$ cat src/hw/dbx_pkg.sv
// dbx_pkg: shared types and constants for the debug execution control
// assumes one cpu clock domain; pins arrive raw and are synchronised
package dbx_pkg;

    // default sizes of the top-level parameters
    localparam int unsigned DEF_ADDR_W  = 32;
    localparam int unsigned DEF_NUM_CMP = 4;
    localparam int unsigned DEF_NUM_INT = 8;

    // fixed slots of the interrupt vector
    localparam int unsigned INT_RST_IDX = 0;
    localparam int unsigned INT_NMI_IDX = 1;

    // reset values of the level outputs
    localparam logic RST_RUNNING = 1'b1;
    localparam logic RST_INT_SVC = 1'b1;

    // execution states, one-hot
    typedef enum logic [5:0] {
        DBX_RUN   = 6'h01,  // executing, debug events armed
        DBX_HPEND = 6'h02,  // break taken, waiting for a boundary
        DBX_HALT  = 6'h04,  // debug-halt, nothing executes
        DBX_STEP  = 6'h08,  // one packet in flight
        DBX_SWAIT = 6'h10,  // run accepted, waiting for global sync
        DBX_FREE  = 6'h20   // free-run, debug events other than user halt ignored
    } dbx_state_e;

    // debugger commands, one-cycle pulses
    typedef struct packed {
        logic halt;         // user halt request
        logic run;          // run directive
        logic step;         // single-step directive
        logic step_permit;  // step_interrupt_permit, read with step
    } dbx_cmd_s;

    // configuration levels
    typedef struct packed {
        logic stop_mode_en; // stop mode debug enabled
        logic sync_run_en;  // run waits for the global sync
        logic trig_en;      // external triggers may halt
        logic wp_en;        // watchpoints may halt
    } dbx_cfg_s;

    // raw pins from outside the clock domain
    typedef struct packed {
        logic dbg_conn;     // debugger attached
        logic gsync;        // global synchronisation signal
        logic trig;         // external device-level trigger
    } dbx_pin_s;

    // cause of the last break
    typedef struct packed {
        logic user;
        logic swbp;
        logic hwbp;
        logic wp;
        logic trig;
    } dbx_cause_s;

endpackage : dbx_pkg

$ cat src/hw/dbx_exec_ctrl.sv
// dbx_exec_ctrl: stop-mode execution control, break sources and
// interrupt gating for one cpu core, with the program-address comparators
// assumes commands, watchpoint and pipeline signals on clk; pins are raw
//
// Contract
// - break suspends at next interrupt boundary
// - suspended core ignores all interrupts
// - halt from debug-enabled run on break, or from free-run on user halt
// - address breakpoint halts before second decode
// - soft halt opcode halts before second decode
// - watchpoint request may halt the core
// - external triggers configurable to halt
// - one pending instance per interrupt while halted
// - step runs exactly one packet then halts
// - step services interrupts only when permitted
// - run command services interrupts until break
// - debug event beats interrupt; defer if busy
// - free-run ignores breakpoints, watchpoints, triggers
// - synchronous run waits for global sync
// - soft halt is nop without debugger
// - parameterised count of identical comparators
// - comparator matches address under bit mask
// - address match halts before execution
`timescale 1ns/100ps
`default_nettype none

module dbx_exec_ctrl #(
    parameter int unsigned ADDR_W  = dbx_pkg::DEF_ADDR_W,
    parameter int unsigned NUM_CMP = dbx_pkg::DEF_NUM_CMP,
    parameter int unsigned NUM_INT = dbx_pkg::DEF_NUM_INT
) (
    input  wire logic                             clk,
    input  wire logic                             rst,
    input  wire dbx_pkg::dbx_cmd_s                cmd,
    input  wire dbx_pkg::dbx_cfg_s                cfg,
    input  wire dbx_pkg::dbx_pin_s                pins,
    input  wire logic                             wp_req,
    input  wire logic                             d2_valid,
    input  wire logic [ADDR_W-1:0]                d2_pc,
    input  wire logic                             d2_soft_halt,
    input  wire logic                             ib_boundary,
    input  wire logic                             int_busy,
    input  wire logic [NUM_INT-1:0]               int_req,
    input  wire logic [NUM_INT-1:0]               int_ack,
    input  wire logic [NUM_CMP-1:0]               cmp_en,
    input  wire logic [NUM_CMP-1:0][ADDR_W-1:0]   cmp_ref,
    input  wire logic [NUM_CMP-1:0][ADDR_W-1:0]   cmp_mask,
    output logic                                  d2_go,
    output logic                                  int_svc,
    output logic [NUM_INT-1:0]                    int_pend,
    output logic                                  int_lost,
    output logic                                  running,
    output logic                                  halted,
    output logic                                  stepping,
    output logic                                  sync_wait,
    output logic                                  free_run,
    output dbx_pkg::dbx_cause_s                   cause,
    output logic [NUM_CMP-1:0]                    bp_hit
);

    // refuse sizes the logic cannot serve
    if (ADDR_W < 2 || NUM_CMP < 1 || NUM_INT < 2) begin : g_bad_cfg
        $error("dbx_exec_ctrl: ADDR_W>=2, NUM_CMP>=1, NUM_INT>=2");
    end

    // whole state of the block
    typedef struct packed {
        dbx_pkg::dbx_state_e fsm;         // execution state
        dbx_pkg::dbx_pin_s   s1;          // pin sync, first stage
        dbx_pkg::dbx_pin_s   s2;          // pin sync, second stage
        logic                step_permit; // latched with the step
        logic                step_issued; // the stepped packet has gone
        logic [NUM_INT-1:0]  int_pend;    // one pending per source
        logic                int_lost;    // duplicate dropped
        logic                d2_go;       // packet may enter stage two
        logic                int_svc;     // interrupts may be taken
        logic                running;
        logic                halted;
        logic                stepping;
        logic                sync_wait;
        logic                free_run;
        dbx_pkg::dbx_cause_s cause;       // why the last break happened
        logic [NUM_CMP-1:0]  bp_hit;      // comparators behind it
    } dbx_st_s;

    // state after reset: running, no debugger assumed
    localparam dbx_st_s ST_RST = '{
        fsm:         dbx_pkg::DBX_RUN,
        s1:          '0,
        s2:          '0,
        step_permit: 1'b0,
        step_issued: 1'b0,
        int_pend:    '0,
        int_lost:    1'b0,
        d2_go:       1'b0,
        int_svc:     dbx_pkg::RST_INT_SVC,
        running:     dbx_pkg::RST_RUNNING,
        halted:      1'b0,
        stepping:    1'b0,
        sync_wait:   1'b0,
        free_run:    1'b0,
        cause:       '0,
        bp_hit:      '0
    };

    dbx_st_s            q;        // registered state
    dbx_st_s            d;        // next state
    logic [NUM_CMP-1:0] hit;      // comparator matches this cycle
    logic               cand;     // fresh packet waits for stage two
    logic               conn;     // debugger attached, synchronised
    logic               dbg_on;   // stop mode armed
    logic               swbp;     // soft halt opcode as a break
    logic               hwbp;     // address breakpoint as a break
    logic               wpe;      // watchpoint as a break
    logic               trg;      // external trigger as a break
    logic               brk;      // any break event

    // masked compare: a mask one drops the bit, a zero must match
    function automatic logic addr_match(
        input logic [ADDR_W-1:0] pc,
        input logic [ADDR_W-1:0] ref_a,
        input logic [ADDR_W-1:0] mask
    );
        addr_match = (((pc ^ ref_a) & ~mask) == '0);
    endfunction : addr_match

    // one identical comparator per slot
    for (genvar i = 0; i < NUM_CMP; i++) begin : g_cmp
        assign hit[i] = cmp_en[i] & addr_match(d2_pc, cmp_ref[i], cmp_mask[i]);
    end

    // break sources, all judged before the packet enters stage two
    always_comb begin
        // a packet already granted is not judged again
        cand   = d2_valid & ~q.d2_go;
        conn   = q.s2.dbg_conn;
        dbg_on = cfg.stop_mode_en & conn;
        // soft halt only with a debugger
        swbp   = cand & d2_soft_halt & conn;
        hwbp   = cand & (|hit);
        wpe    = wp_req & cfg.wp_en;
        trg    = q.s2.trig & cfg.trig_en;
        brk    = dbg_on & (cmd.halt | swbp | hwbp | wpe | trg);
    end

    // next state
    always_comb begin
        d         = q;
        // only the second stage reads the first
        d.s1      = pins;
        d.s2      = q.s1;
        d.d2_go   = 1'b0;
        // further copies of a pending source are lost
        d.int_lost = |(int_req & q.int_pend & ~int_ack);
        // a new request wins over an acknowledge in the same cycle
        d.int_pend = (q.int_pend & ~int_ack) | int_req;

        unique case (q.fsm)
            dbx_pkg::DBX_RUN: begin
                if (brk) begin
                    d.fsm    = dbx_pkg::DBX_HPEND;
                    d.cause  = '{user: cmd.halt, swbp: swbp, hwbp: hwbp,
                                 wp: wpe, trig: trg};
                    d.bp_hit = cand ? hit : '0;
                end else if (cand) begin
                    d.d2_go = 1'b1;
                end
            end
            dbx_pkg::DBX_HPEND: begin
                if (ib_boundary && !int_busy) begin
                    d.fsm = dbx_pkg::DBX_HALT;
                end
            end
            dbx_pkg::DBX_HALT: begin
                // step has priority if both arrive together
                if (cmd.step) begin
                    d.fsm         = dbx_pkg::DBX_STEP;
                    d.step_permit = cmd.step_permit;
                    d.step_issued = 1'b0;
                end else if (cmd.run) begin
                    if (cfg.sync_run_en) begin
                        d.fsm = dbx_pkg::DBX_SWAIT;
                    end else if (cfg.stop_mode_en) begin
                        d.fsm = dbx_pkg::DBX_RUN;
                    end else begin
                        d.fsm = dbx_pkg::DBX_FREE;
                    end
                end
            end
            dbx_pkg::DBX_STEP: begin
                if (!q.step_issued && cand) begin
                    d.d2_go       = 1'b1;
                    d.step_issued = 1'b1;
                // the boundary seen while the grant stands is the old one
                end else if (q.step_issued && !q.d2_go && ib_boundary) begin
                    d.fsm = dbx_pkg::DBX_HALT;
                end
            end
            dbx_pkg::DBX_SWAIT: begin
                if (q.s2.gsync) begin
                    d.fsm = cfg.stop_mode_en ? dbx_pkg::DBX_RUN
                                             : dbx_pkg::DBX_FREE;
                end
            end
            dbx_pkg::DBX_FREE: begin
                // only a user halt is heard
                if (cmd.halt && conn) begin
                    d.fsm    = dbx_pkg::DBX_HPEND;
                    d.cause  = '{user: 1'b1, default: 1'b0};
                    d.bp_hit = '0;
                end else if (cand) begin
                    d.d2_go = 1'b1;
                end
            end
            default: begin
                // illegal code: recover to halt, safest for a debugger
                d.fsm = dbx_pkg::DBX_HALT;
            end
        endcase

        // status levels follow the next state so outputs are flops
        d.running   = (d.fsm == dbx_pkg::DBX_RUN);
        d.halted    = (d.fsm == dbx_pkg::DBX_HALT);
        d.stepping  = (d.fsm == dbx_pkg::DBX_STEP);
        d.sync_wait = (d.fsm == dbx_pkg::DBX_SWAIT);
        d.free_run  = (d.fsm == dbx_pkg::DBX_FREE);
        // a break drops the gate first
        d.int_svc   = d.running | d.free_run | (d.stepping & d.step_permit);
    end

    // state register
    always_ff @(posedge clk) begin
        if (rst) begin
            q <= ST_RST;
        end else begin
            q <= d;
        end
    end

    // outputs straight from the state register
    assign d2_go     = q.d2_go;
    assign int_svc   = q.int_svc;
    assign int_pend  = q.int_pend;
    assign int_lost  = q.int_lost;
    assign running   = q.running;
    assign halted    = q.halted;
    assign stepping  = q.stepping;
    assign sync_wait = q.sync_wait;
    assign free_run  = q.free_run;
    assign cause     = q.cause;
    assign bp_hit    = q.bp_hit;
endmodule : dbx_exec_ctrl

`default_nettype wire

$ cat config.mk
export PLATFORM = sky130hd
export DESIGN_NAME = dbx_exec_ctrl
export DESIGN_NICKNAME = d
export VERILOG_FILES = /design/src/hw/dbx_pkg.sv /design/src/hw/dbx_exec_ctrl.sv
export SDC_FILE = /design/constraint.sdc
export NUM_CORES = 1
export LEC_CHECK = 0
export ABC_AREA = 1
export BUFFER_PORTS_ARGS = -buffer_cell sky130_fd_sc_hd__clkbuf_2
export CELL_PAD_IN_SITES_DETAIL_PLACEMENT = 2
export CELL_PAD_IN_SITES_GLOBAL_PLACEMENT = 2
export CORE_MARGIN = 3
export CORE_UTILIZATION = 17
export CTS_BUF_LIST = sky130_fd_sc_hd__clkbuf_8
export CTS_CLUSTER_SIZE = 25
export DETAILED_ROUTE_END_ITERATION = 8
export HOLD_SLACK_MARGIN = 0.03
export PLACE_DENSITY_LB_ADDON = 0.1
export SYNTH_ARGS = -nofsm -noshare
export SYNTH_HDL_FRONTEND = slang
export SYNTH_SLANG_ARGS = --single-unit
$ cat constraint.sdc
create_clock -name clk -period 2.3 [get_ports clk]
set_input_delay 0.46 -clock clk [delete_from_list [all_inputs] [get_ports clk]]
set_output_delay 0.46 -clock clk [all_outputs]
set_load 0.01 [all_outputs]
== After elaboration in Yosys (flattened, before gate mapping) ==
Index checks and enable logic that the tools add are counted.

* Register bits after elaboration: 39
* Bits in latches: 0
* Memory bits (writable): 0
* ROM bits: 0
* Bits of input ports: 326
* Output and inout bits: 25
* Word-level logic and storage cells: 118
* Memories kept: 0

* Add/sub/neg operators: 0
* Multipliers: 0
* Div/mod/pow operators: 0
* Magnitude comparators: 0
* Eq/ne operators: 15
* Shifts and indexed selects: 0
* Mux-type cells: 24
* Bitwise logic cells: 37
* Reduce and logical (&&, ||, !) cells: 18

{| class="wikitable"
|+ Operators by type and width
! operator !! count
|-
| 32-bit AND || 4
|-
| 32-bit logical NOT || 4
|-
| 32-bit NOT || 4
|-
| 32-bit XOR || 4
|-
| 6-bit 2-to-1 mux || 10
|-
| 6-bit case mux with 6 select lines || 1
|-
| 8-bit AND || 3
|-
| 9-bit 2-to-1 mux || 2
|-
| 9-bit case mux with 2 select lines || 1
|-
| 1-bit AND || 13
|-
| 6-bit by 1-bit equality test with 1-bit output (second input constant) || 2
|-
| 6-bit by 3-bit equality test with 1-bit output (second input constant) || 2
|-
| 6-bit by 4-bit equality test with 1-bit output (second input constant) || 2
|-
| 6-bit by 5-bit equality test with 1-bit output (second input constant) || 2
|-
| 6-bit equality test (second input constant) || 2
|-
| 2-bit != test (second input constant) || 4
|-
| 8-bit NOT || 1
|-
| 8-bit OR || 1
|-
| 8-bit OR reduction || 1
|-
| 6-bit by 2-bit equality test with 1-bit output (second input constant) || 1
|-
| 1-bit 2-to-1 mux || 6
|-
| 1-bit OR || 6
|-
| 3-bit AND reduction || 2
|-
| 1-bit logical AND || 5
|-
| 8 further kinds || 11
|}

== Logic depth before layout (Yosys ltp) ==
Gate-level depths: netlist (run 1).

* Depth after elaboration: 15
* Mapped depth: 18
* Depth with buffers taken out: 17

== Least setup slack after synthesis (run 1) ==
OpenSTA, ideal clock, no wires.

* Path type: input-to-reg
* From: in d2_pc[31]
* To: reg q, in the netlist int_svc
* Setup time: 0.120 ns
* Arrival: 1.782 ns
* Data required time: 2.180 ns
* Setup slack: 0.398 ns
* Stages on the path: 15
* Path through: buf_2 -> nor2_1 -> nor2_1 -> a21boi_0 -> nand3_1 -> nor2_1 -> nand3_1 -> nand2_1 -> o21ai_2 -> nand2_2 -> nand2_1 -> nand2_2 -> buf_6 -> nand3_2 -> or2_1

* Word-level cells in the longest chain between the ends: 15

{| class="wikitable"
|+ RTL lines
! element !! RTL line !! source
|-
| from (decl) || dbx_exec_ctrl.sv:39 || <nowiki>input wire logic [ADDR_W-1:0] d2_pc,</nowiki>
|-
| 32-bit XOR || dbx_exec_ctrl.sv:124 || <nowiki>addr_match = (((pc ^ ref_a) & ~mask) == '0);</nowiki>
|-
| 32-bit AND || dbx_exec_ctrl.sv:124 ||
|-
| 32-bit logical NOT || dbx_exec_ctrl.sv:124 ||
|-
| 1-bit AND || dbx_exec_ctrl.sv:129 || <nowiki>assign hit[i] = cmp_en[i] & addr_match(d2_pc, cmp_ref[i], cmp_mask[i]);</nowiki>
|-
| 4-bit OR reduction * || dbx_exec_ctrl.sv:140 || <nowiki>hwbp = cand & (|hit);</nowiki>
|-
| 1-bit AND * || dbx_exec_ctrl.sv:140 ||
|-
| 1-bit OR * (3 in a row) || dbx_exec_ctrl.sv:143 || <nowiki>brk = dbg_on & (cmd.halt | swbp | hwbp | wpe | trg);</nowiki>
|-
| 1-bit AND * || dbx_exec_ctrl.sv:143 ||
|-
| 6-bit 2-to-1 mux * || dbx_exec_ctrl.sv:160 || <nowiki>if (brk) begin</nowiki>
|-
| 6-bit case mux with 6 select lines * || dbx_exec_ctrl.sv:158 || <nowiki>unique case (q.fsm)</nowiki>
|-
| 6-bit by 1-bit equality test with 1-bit output, or another cell as far along || dbx_exec_ctrl.sv:222 || <nowiki>d.running = (d.fsm == dbx_pkg::DBX_RUN);</nowiki>
|-
| 1-bit OR or 1-bit AND (tied branches) || dbx_exec_ctrl.sv:228 || <nowiki>d.int_svc = d.running | d.free_run | (d.stepping & d.step_permit);</nowiki>
|-
| 1-bit OR * || dbx_exec_ctrl.sv:228 ||
|-
| to (signal assigned) || dbx_exec_ctrl.sv:234 || <nowiki>q <= ST_RST;</nowiki>
|-
| to (signal assigned) || dbx_exec_ctrl.sv:236 || <nowiki>q <= d;</nowiki>
|-
| to (decl) || dbx_exec_ctrl.sv:106 || <nowiki>dbx_st_s q;</nowiki>
|}

Every way passes the cells marked *; elsewhere a longest branch is shown, timed or not.
A chain may end at the register's enable or synchronous reset.

== Final worst setup path (run 1) ==
* From: in d2_pc[12]
* To: reg q, in the netlist cause[0]

* Word-level cells in the longest chain between the ends: 12

{| class="wikitable"
|+ RTL lines
! element !! RTL line
|-
| 32-bit XOR || dbx_exec_ctrl.sv:124
|-
| 32-bit AND || dbx_exec_ctrl.sv:124
|-
| 32-bit logical NOT || dbx_exec_ctrl.sv:124
|-
| 1-bit AND || dbx_exec_ctrl.sv:129
|-
| 4-bit OR reduction * || dbx_exec_ctrl.sv:140
|-
| 1-bit AND * || dbx_exec_ctrl.sv:140
|-
| 1-bit OR * (3 in a row) || dbx_exec_ctrl.sv:143
|-
| 1-bit AND * || dbx_exec_ctrl.sv:143
|-
| 2-bit != test (no source line) * || -
|-
| 3-bit AND reduction (no source line) * || -
|}

Marked as above.

==> summary.md, run 1 <==
| Metric | Value |
|---|---|
| Status | `completed` |
| Crit-path slowest cell | `or2_0` |
| Highest metal used | `met5` |
| EDFF count, synth | `0` |
| R2R Setup Slk | `0.42 ns` |
| WHS | `0.349 ns` |
| Main synth FF type | `dfxtp_1` |
| Mean Syn Cell Area | `5.12 µm²` |
| CTS tree | `done` |
| FF-to-FF End | `int_svc$_SDFF_PP1_` |
| Final setup violation count | `0` |
| Most common cell after layout, fill and taps aside | `clkbuf_2` |
| Routed Antenna Nets | `0` |
| Vias per inst | `4.23` |
| Die width | `169 µm` |
| Final Slew Violations | `0` |
| Fin nets | `1546` |
| RSZ-0062 raised after global routing | `false` |
| Inst Count DP | `1548` |
| Worst EP required | `2.49 ns` |
| Crit Path Max Fanout | `14` |
| Placer Congestion | `0.797` |
| Die height | `169 µm` |
| GR Overflow Total | `0` |
| Syn nets | `1207` |
| Post-Place Worst Slack | `-0.0764 ns` |
| Synth Cell Area | `4510 µm²` |
| H-tree Lvls | `2` |
| Cell Pwr Density | `366 nW/µm²` |
| Crit end category | `flop` |
| Yosys cell types | `35` |
| Area delta synth->final | `48.1%` |
| Final worst slack | `0.288 ns` |
| Most frequent cells in the layout | `clkbuf_2, nand2_1, nor2_1, inv_1, a21oi_1` |
| Worst min path class | `in2reg` |
| Worst Tran Pin Value | `0.511 ns` |
| Clock insertion delay at the later pin of the skew report | `0.30 ns` |
| DP HPWL | `22200 µm` |
| Initial Util | `0.173` |
| Total I/O pin count | `351` |
| Peak VDD IR | `306 µV` |
| CP startpoint | `d2_pc[12]` |
| Drt first-iter violations | `131` |
| Std cell rows | `59` |
| FMAX | `497 MHz` |
| Crit path DAT | `2.20 ns` |
| Routed wl met2 | `12600 µm` |
| Post-route insts no fill | `1557` |
| Post-Route Utilization | `0.256` |
| Avg WL per Cell | `15.3 µm` |
| Cells resized by post-CTS repair | `0` |
| Final worst-path cycle share | `0.875` |
| Pleak | `4.01 nW` |
| Max Root-Sink Buffers | `2` |
| Stages on worst setup path | `17` |
| Most numerous cell on the critical path | `nand2_1` |
| Share of layout cells above drive strength 1 | `0.321` |
| Final non-filler cell area | `6680 µm²` |
| Final hold violations | `0` |
| Met1 WL | `8920 µm` |
| Post-CTS setup buffer count | `0` |
| CP Launch Type | `input port` |
| Metal3 WL | `1840 µm` |
| Vias in the first global route | `7027` |
| Synth async-reset ratio | `0` |
| Setup_tns | `0 ns` |
| Register bit total from synthesis | `39` |
| All-Layer GR Usage | `0.160` |
| CTS sink count | `39` |
| CTS Buf Count | `5` |
| DR pass1 iterations | `4` |
| Initial antenna violation count | `4` |
| Sequential fraction of the synthesis area | `0.173` |
| Worst Reg-to-Reg Cells | `11` |
| Port bufs | `350` |
| Max_cap viols | `0` |
| Clock slew seen by the registers of the worst setup and hold paths | `0.08 ns` |
| Post-DP Area | `6600 µm²` |
| Kind of critical path | `in2reg` |
| First-pass GRT wire length | `36200 µm` |
| Overall Power | `2.44 mW` |
| Hold buffers post-CTS | `0` |
| Final WL | `23900 µm` |
| Critical Path End | `cause[0]$_SDFFE_PP0P_` |
| Clock skew | `0.00790 ns` |
| Root buf cell | `clkbuf_8` |
| Mapped Cells | `881` |
| Reg2reg start | `q[34]$_SDFF_PP0_` |
| Largest net degree at the start of global routing | `27` |
| Slew headroom | `0.659` |
| Final worst path period need | `2.01 ns` |
| CP delay by family, top | `simple AND/OR/NAND/NOR gates` |
| Vias | `6587` |
| WP buf/inv | `2` |
| Yosys warns | `0` |
| Residual DRC count | `0` |
| Die area | `28500 µm²` |
| Worst-path cell chain | `clkbuf_2 -> or2_0 -> nand2_1 -> nand2_1 -> nor2_1 -> nand2_1 -> nor2_1 -> nand3_1 -> nand2_1 -> o21ai_2 -> nand2_2 -> nand2_1 -> nand2_2 -> buf_12 -> nand3_1 -> nand2_1 -> nor2_1` |
| Core Region | `26100 µm²` |
| Slowest stage delay, CP | `0.22 ns` |
==> cell usage after synthesis, types with 7 or more instances <==
library cell | number | area share
dfxtp_1 | 39 | 0.17
o21ai_0 | 10 | 0.011
buf_2 | 9 | 0.010
a21oi_1 | 45 | 0.050
nand2_1 | 289 | 0.24
or2_0 | 11 | 0.015
nand3b_1 | 40 | 0.067
or2_1 | 11 | 0.015
nor3_1 | 7 | 0.0078
inv_1 | 138 | 0.11
buf_4 | 17 | 0.028
nand4_1 | 13 | 0.018
inv_2 | 10 | 0.0083
nand3_1 | 43 | 0.048
nor2_1 | 165 | 0.14
==> registers in the layout, indices dropped and copies added, names as in the netlist <==
| register | cells |
|---|---|
| free_run | 1 |
| cause | 5 |
| sync_wait | 1 |
| int_pend | 8 |
| halted | 1 |
| bp_hit | 4 |
| int_svc | 1 |
| stepping | 1 |
| q | 10 |
| d2_go | 1 |
| int_lost | 1 |
| d | 3 |
| conn | 1 |
| running | 1 |
==> cell families (layout without fill, tap and decap cells) <==
kind of cell / Yosys count / count (layout) / share of synthesized area
simple gates: 590 / 590 / 0.568
buf+inv: 179 / 519 / 0.167
compound gates: 71 / 71 / 0.0884
flops: 39 / 39 / 0.173
xor+xnor: 2 / 2 / 0.00388
other cells: 0 / 1 / 0
==> tightest hold or removal path, stage by stage <==
cell and delay [ns]:
clkbuf_2 0.08, inv_1 0.04, nor2_1 0.03
==> report_power, final <==
group          switching [mW]  internal [mW]
Clock                   0.254          0.208
Combinational           0.647          0.532
Sequential             0.0488          0.753
==> layer usage <==
| layer | up-vias | GRT usage |
|---|---|---|
| li1 | 3361 | - |
| met1 | 3013 | 0.168 |
| met2 | 182 | 0.313 |
| met3 | 25 | 0.0481 |
| met4 | 6 | 0.0331 |
| met5 | - | 0 |
==> worst min-delay path by stage <==
stage                                start               end  slack [ns]  depth (start not counted)
after floorplan           d[29]$_SDFF_PP0_   conn$_SDFF_PP0_        0.39                          2
after global placement    d[27]$_SDFF_PP0_  q[27]$_SDFF_PP0_        0.40                          2
after global routing               pins[2]  d[29]$_SDFF_PP0_        0.34                          3
after CTS                          pins[2]  d[29]$_SDFF_PP0_        0.33                          3
after detailed placement  d[27]$_SDFF_PP0_  q[27]$_SDFF_PP0_        0.40                          2
final                              pins[2]  d[29]$_SDFF_PP0_        0.35                          3
==> layout make-up <==
class	instances	area [µm²]
multi-input combinational	663	2980
clock inverter	3	16.3
antenna	1	2.50
timing repair buffer	363	1860
fill	3406	19400
sequential	39	781
clock buffer	5	68.8
inverter	148	556
tap	335	419
(Power assumes the default switching activity.)
==> run 2, diff against run 1 <==
Settings changed: GPL_ROUTABILITY_DRIVEN set to 0.
Clock period 2.3 ns to 2.2 ns, I/O delays scaled along.
==> run 2 against run 1 <==
  * Wire length is 0.11% lower
  * Power is 5.0% higher
  * Design area is 1.0% higher
  * Sequential share of layout area is 0.12 points lower
  * Global-route usage is 0.072 points lower
  * Die area stayed put
  * Largest power group unchanged
  * Clock skew is 0.0038 ns lower
  * Critical path depth is 1 lower
  * First-iteration DRC count is 18% higher
  * Count of clock-buffer cells in the layout stayed put
  * Critical path type unchanged
  * Setup slack worse by 0.036 ns
==> summary.md, run 2 (synthesis results as in run 1) <==
| Metric | Value |
|---|---|
| Die height | `169 µm (unchanged)` |
| CP Launch Type | `input port (unchanged)` |
| Seq pwr share | `0.327 (was 0.328)` |
| Biggest register | `q (unchanged)` |
| Worst EP required | `2.40 ns (was 2.49 ns)` |
| WHS | `0.325 ns (was 0.349 ns)` |
| Initial antenna violation count | `7 (was 4)` |
| Switching power share of the total | `0.390 (was 0.389)` |
| First-pass GRT wire length | `36000 µm (was 36200 µm)` |
| Final worst path period need | `1.95 ns` |
| Cells resized by post-CTS repair | `0 (unchanged)` |
| Max FFs per register | `10 (unchanged)` |
| Hold wc startpoint | `pins[0] (was pins[2])` |
| Residual DRC count | `0 (unchanged)` |
| Final hold violations | `0 (unchanged)` |
| Worst-path cell chain | `clkbuf_2 -> nor2_1 -> nor2_1 -> a21boi_0 -> nand3_1 -> nor2_2 -> nand3_1 -> nand2_1 -> o21ai_2 -> nand2_2 -> nand2_1 -> nand2_4 -> buf_12 -> nand3_1 -> nand2_1 -> nor2_1 (was clkbuf_2 -> or2_0 -> nand2_1 -> nand2_1 -> nor2_1 -> nand2_1 -> nor2_1 -> nand3_1 -> nand2_1 -> o21ai_2 -> nand2_2 -> nand2_1 -> nand2_2 -> buf_12 -> nand3_1 -> nand2_1 -> nor2_1)` |
| Reg2reg start | `q[34]$_SDFF_PP0_ (unchanged)` |
| Post-Route Utilization | `0.259 (was 0.256)` |
| Max Root-Sink Buffers | `2 (unchanged)` |
| CTS Buf Count | `5 (unchanged)` |
| Crit end category | `flop (unchanged)` |
| R2R Setup Slk | `0.35 ns (was 0.42 ns)` |
| Port bufs | `350 (unchanged)` |
| Vias per inst | `4.19 (was 4.23)` |
| Final worst-path cycle share | `0.885` |
| Die area | `28500 µm² (unchanged)` |
| Most common cell after layout, fill and taps aside | `clkbuf_2 (unchanged)` |
| Max_cap viols | `0 (unchanged)` |
| Most frequent cells in the layout | `clkbuf_2, nand2_1, nor2_1, inv_1, a21oi_1 (unchanged)` |
| Clock insertion delay at the later pin of the skew report | `0.30 ns (about the same)` |
| DR pass1 iterations | `4 (unchanged)` |
| Pleak | `4.04 nW (was 4.01 nW)` |
| Largest net degree at the start of global routing | `27 (unchanged)` |
| Fin nets | `1550 (was 1546)` |
| Crit Path Max Fanout | `14 (unchanged)` |
| Crit-path slowest cell | `nand3_1 (was or2_0)` |
| Clock power frac | `0.186 (was 0.189)` |
| CTS tree | `done (unchanged)` |
| Comb pwr share | `0.488 (was 0.483)` |
| Avg WL per Cell | `15.3 µm (about the same)` |
| Internal Power | `1.57 mW (was 1.49 mW)` |
| Final Slew Violations | `0 (unchanged)` |
| Area delta synth->final | `49.6% (was 48.1%)` |
| Crit path DAT | `2.15 ns (was 2.20 ns)` |
| Clock slew seen by the registers of the worst setup and hold paths | `0.08 ns (about the same)` |
| Core Region | `26100 µm² (unchanged)` |
| Vias | `6549 (was 6587)` |
| H-tree Lvls | `2 (unchanged)` |
| Cell Pwr Density | `380 nW/µm² (was 366 nW/µm²)` |
| DP HPWL | `22000 µm (was 22200 µm)` |
| Worst Reg-to-Reg Cells | `11 (unchanged)` |
| CTS sink count | `39 (unchanged)` |
| Final WL | `23900 µm (about the same)` |
| FF-to-FF End | `int_svc$_SDFF_PP1_ (unchanged)` |
| Die width | `169 µm (unchanged)` |
| Worst min path class | `in2reg (unchanged)` |
| Vias in the first global route | `6918 (was 7027)` |
| Share of layout cells above drive strength 1 | `0.332 (was 0.321)` |
| Psw | `0.999 mW (was 0.950 mW)` |
| Drt first-iter violations | `154 (was 131)` |
| Cells on Worst Hold Path | `3 (unchanged)` |
| CP delay by family, top | `simple AND/OR/NAND/NOR gates (unchanged)` |
| Post-CTS setup buffer count | `0 (unchanged)` |
| Worst Tran Pin Value | `0.479 ns (was 0.511 ns)` |
| FMAX | `513 MHz` |
| Kind of critical path | `in2reg (unchanged)` |
| Worst hold endpoint | `d[27]$_SDFF_PP0_ (was d[29]$_SDFF_PP0_)` |
| All-Layer GR Usage | `0.159 (was 0.160)` |
| Setup_tns | `0 ns (unchanged)` |
| Hold buffers post-CTS | `0 (unchanged)` |
| Peak VDD IR | `259 µV (was 306 µV)` |
| Initial Util | `0.173 (unchanged)` |
| Root buf cell | `clkbuf_8 (unchanged)` |
| Final setup violation count | `0 (unchanged)` |
| WP buf/inv | `2 (unchanged)` |
| Routed Antenna Nets | `0 (unchanged)` |
| Stages on worst setup path | `16 (was 17)` |
| Clock skew | `0.00413 ns (was 0.00790 ns)` |
| Slowest stage delay, CP | `0.20 ns (was 0.22 ns)` |
| Slew headroom | `0.680 (was 0.659)` |
| Total I/O pin count | `351 (unchanged)` |
| GR Overflow Total | `0 (unchanged)` |
| Status | `completed (unchanged)` |
| RSZ-0062 raised after global routing | `false (unchanged)` |
| Std cell rows | `59 (unchanged)` |
## run 2: cell count changes in the layout (fill, tap and decap cells not counted), moves of 2 or more
cell     before  now
buf_4        12   16
nand3_2       1    3
nand3_1      43   41
nor2_2        0   10
nor2_1      165  155
## run 2: cell type report
cell class,instances,area (µm²)
clock inverters,3,12.5
diodes,2,5.00
repair buffers,367,1890
inverters,148,556
fillers,3481,19300
well taps,335,419
multi-input cells,663,3020
flip-flops and latches,39,781
clock buffers,5,68.8
## run 2: power groups by stage
stage / Combinational [mW] / Clock (mW) / Sequential [mW]
2_1_floorplan: 0.688 / 0 / 0.843
3_3_place_gp: 1.24 / 0 / 0.857
3_5_place_dp: 1.27 / 0 / 0.857
4_1_cts: 1.28 / 0.499 / 0.841
5_1_grt: 1.44 / 0.526 / 0.850
6_report: 1.25 / 0.476 / 0.838
## run 2: worst max path at each step
stage,start,to,slack (ns)
3_3_place_gp,d2_pc[27],bp_hit[2]$_SDFFE_PP0P_,-0.09
4_1_cts,d2_pc[27],bp_hit[1]$_SDFFE_PP0P_,0.14
6_report,d2_pc[31],bp_hit[1]$_SDFFE_PP0P_,0.25
5_1_grt,d2_pc[18],cause[4]$_SDFFE_PP0P_,0.002
3_5_place_dp,d2_pc[27],bp_hit[1]$_SDFFE_PP0P_,-0.19
2_1_floorplan,d2_pc[31],int_svc$_SDFF_PP1_,0.32
## run 2: worst register-to-register path, delay by kind of cell, from the launching register on
kind / cells / cell delay, ns
simple gates: 6 / 0.66
compound gates: 3 / 0.50
flops: 1 / 0.36
buf+inv: 2 / 0.22
## run 2: metrics by stage
step | total power [mW] | cells | worst slack, ns | area (µm²)
floorplan | 1.53 | 881 | 0.318 | 4510
global placement | 2.10 | 1552 | -0.0926 | 6630
detailed placement | 2.13 | 1552 | -0.194 | 6630
CTS | 2.62 | 1560 | 0.144 | 6710
global route | 2.82 | 1562 | 0.00153 | 6750
finish | 2.57 | 1562 | 0.252 | 6750
## run 2: layer usage
| metal | GRT usage | vias to the layer above | wire length, µm |
|---|---|---|---|
| met2 | 0.306 | 183 | 12700 |
| met1 | 0.169 | 2960 | 8760 |
| met3 | 0.0530 | 26 | 2060 |
| met4 | 0.0320 | 10 | 302 |
| li1 | - | 3370 | - |
| met5 | 0 | - | 61 |
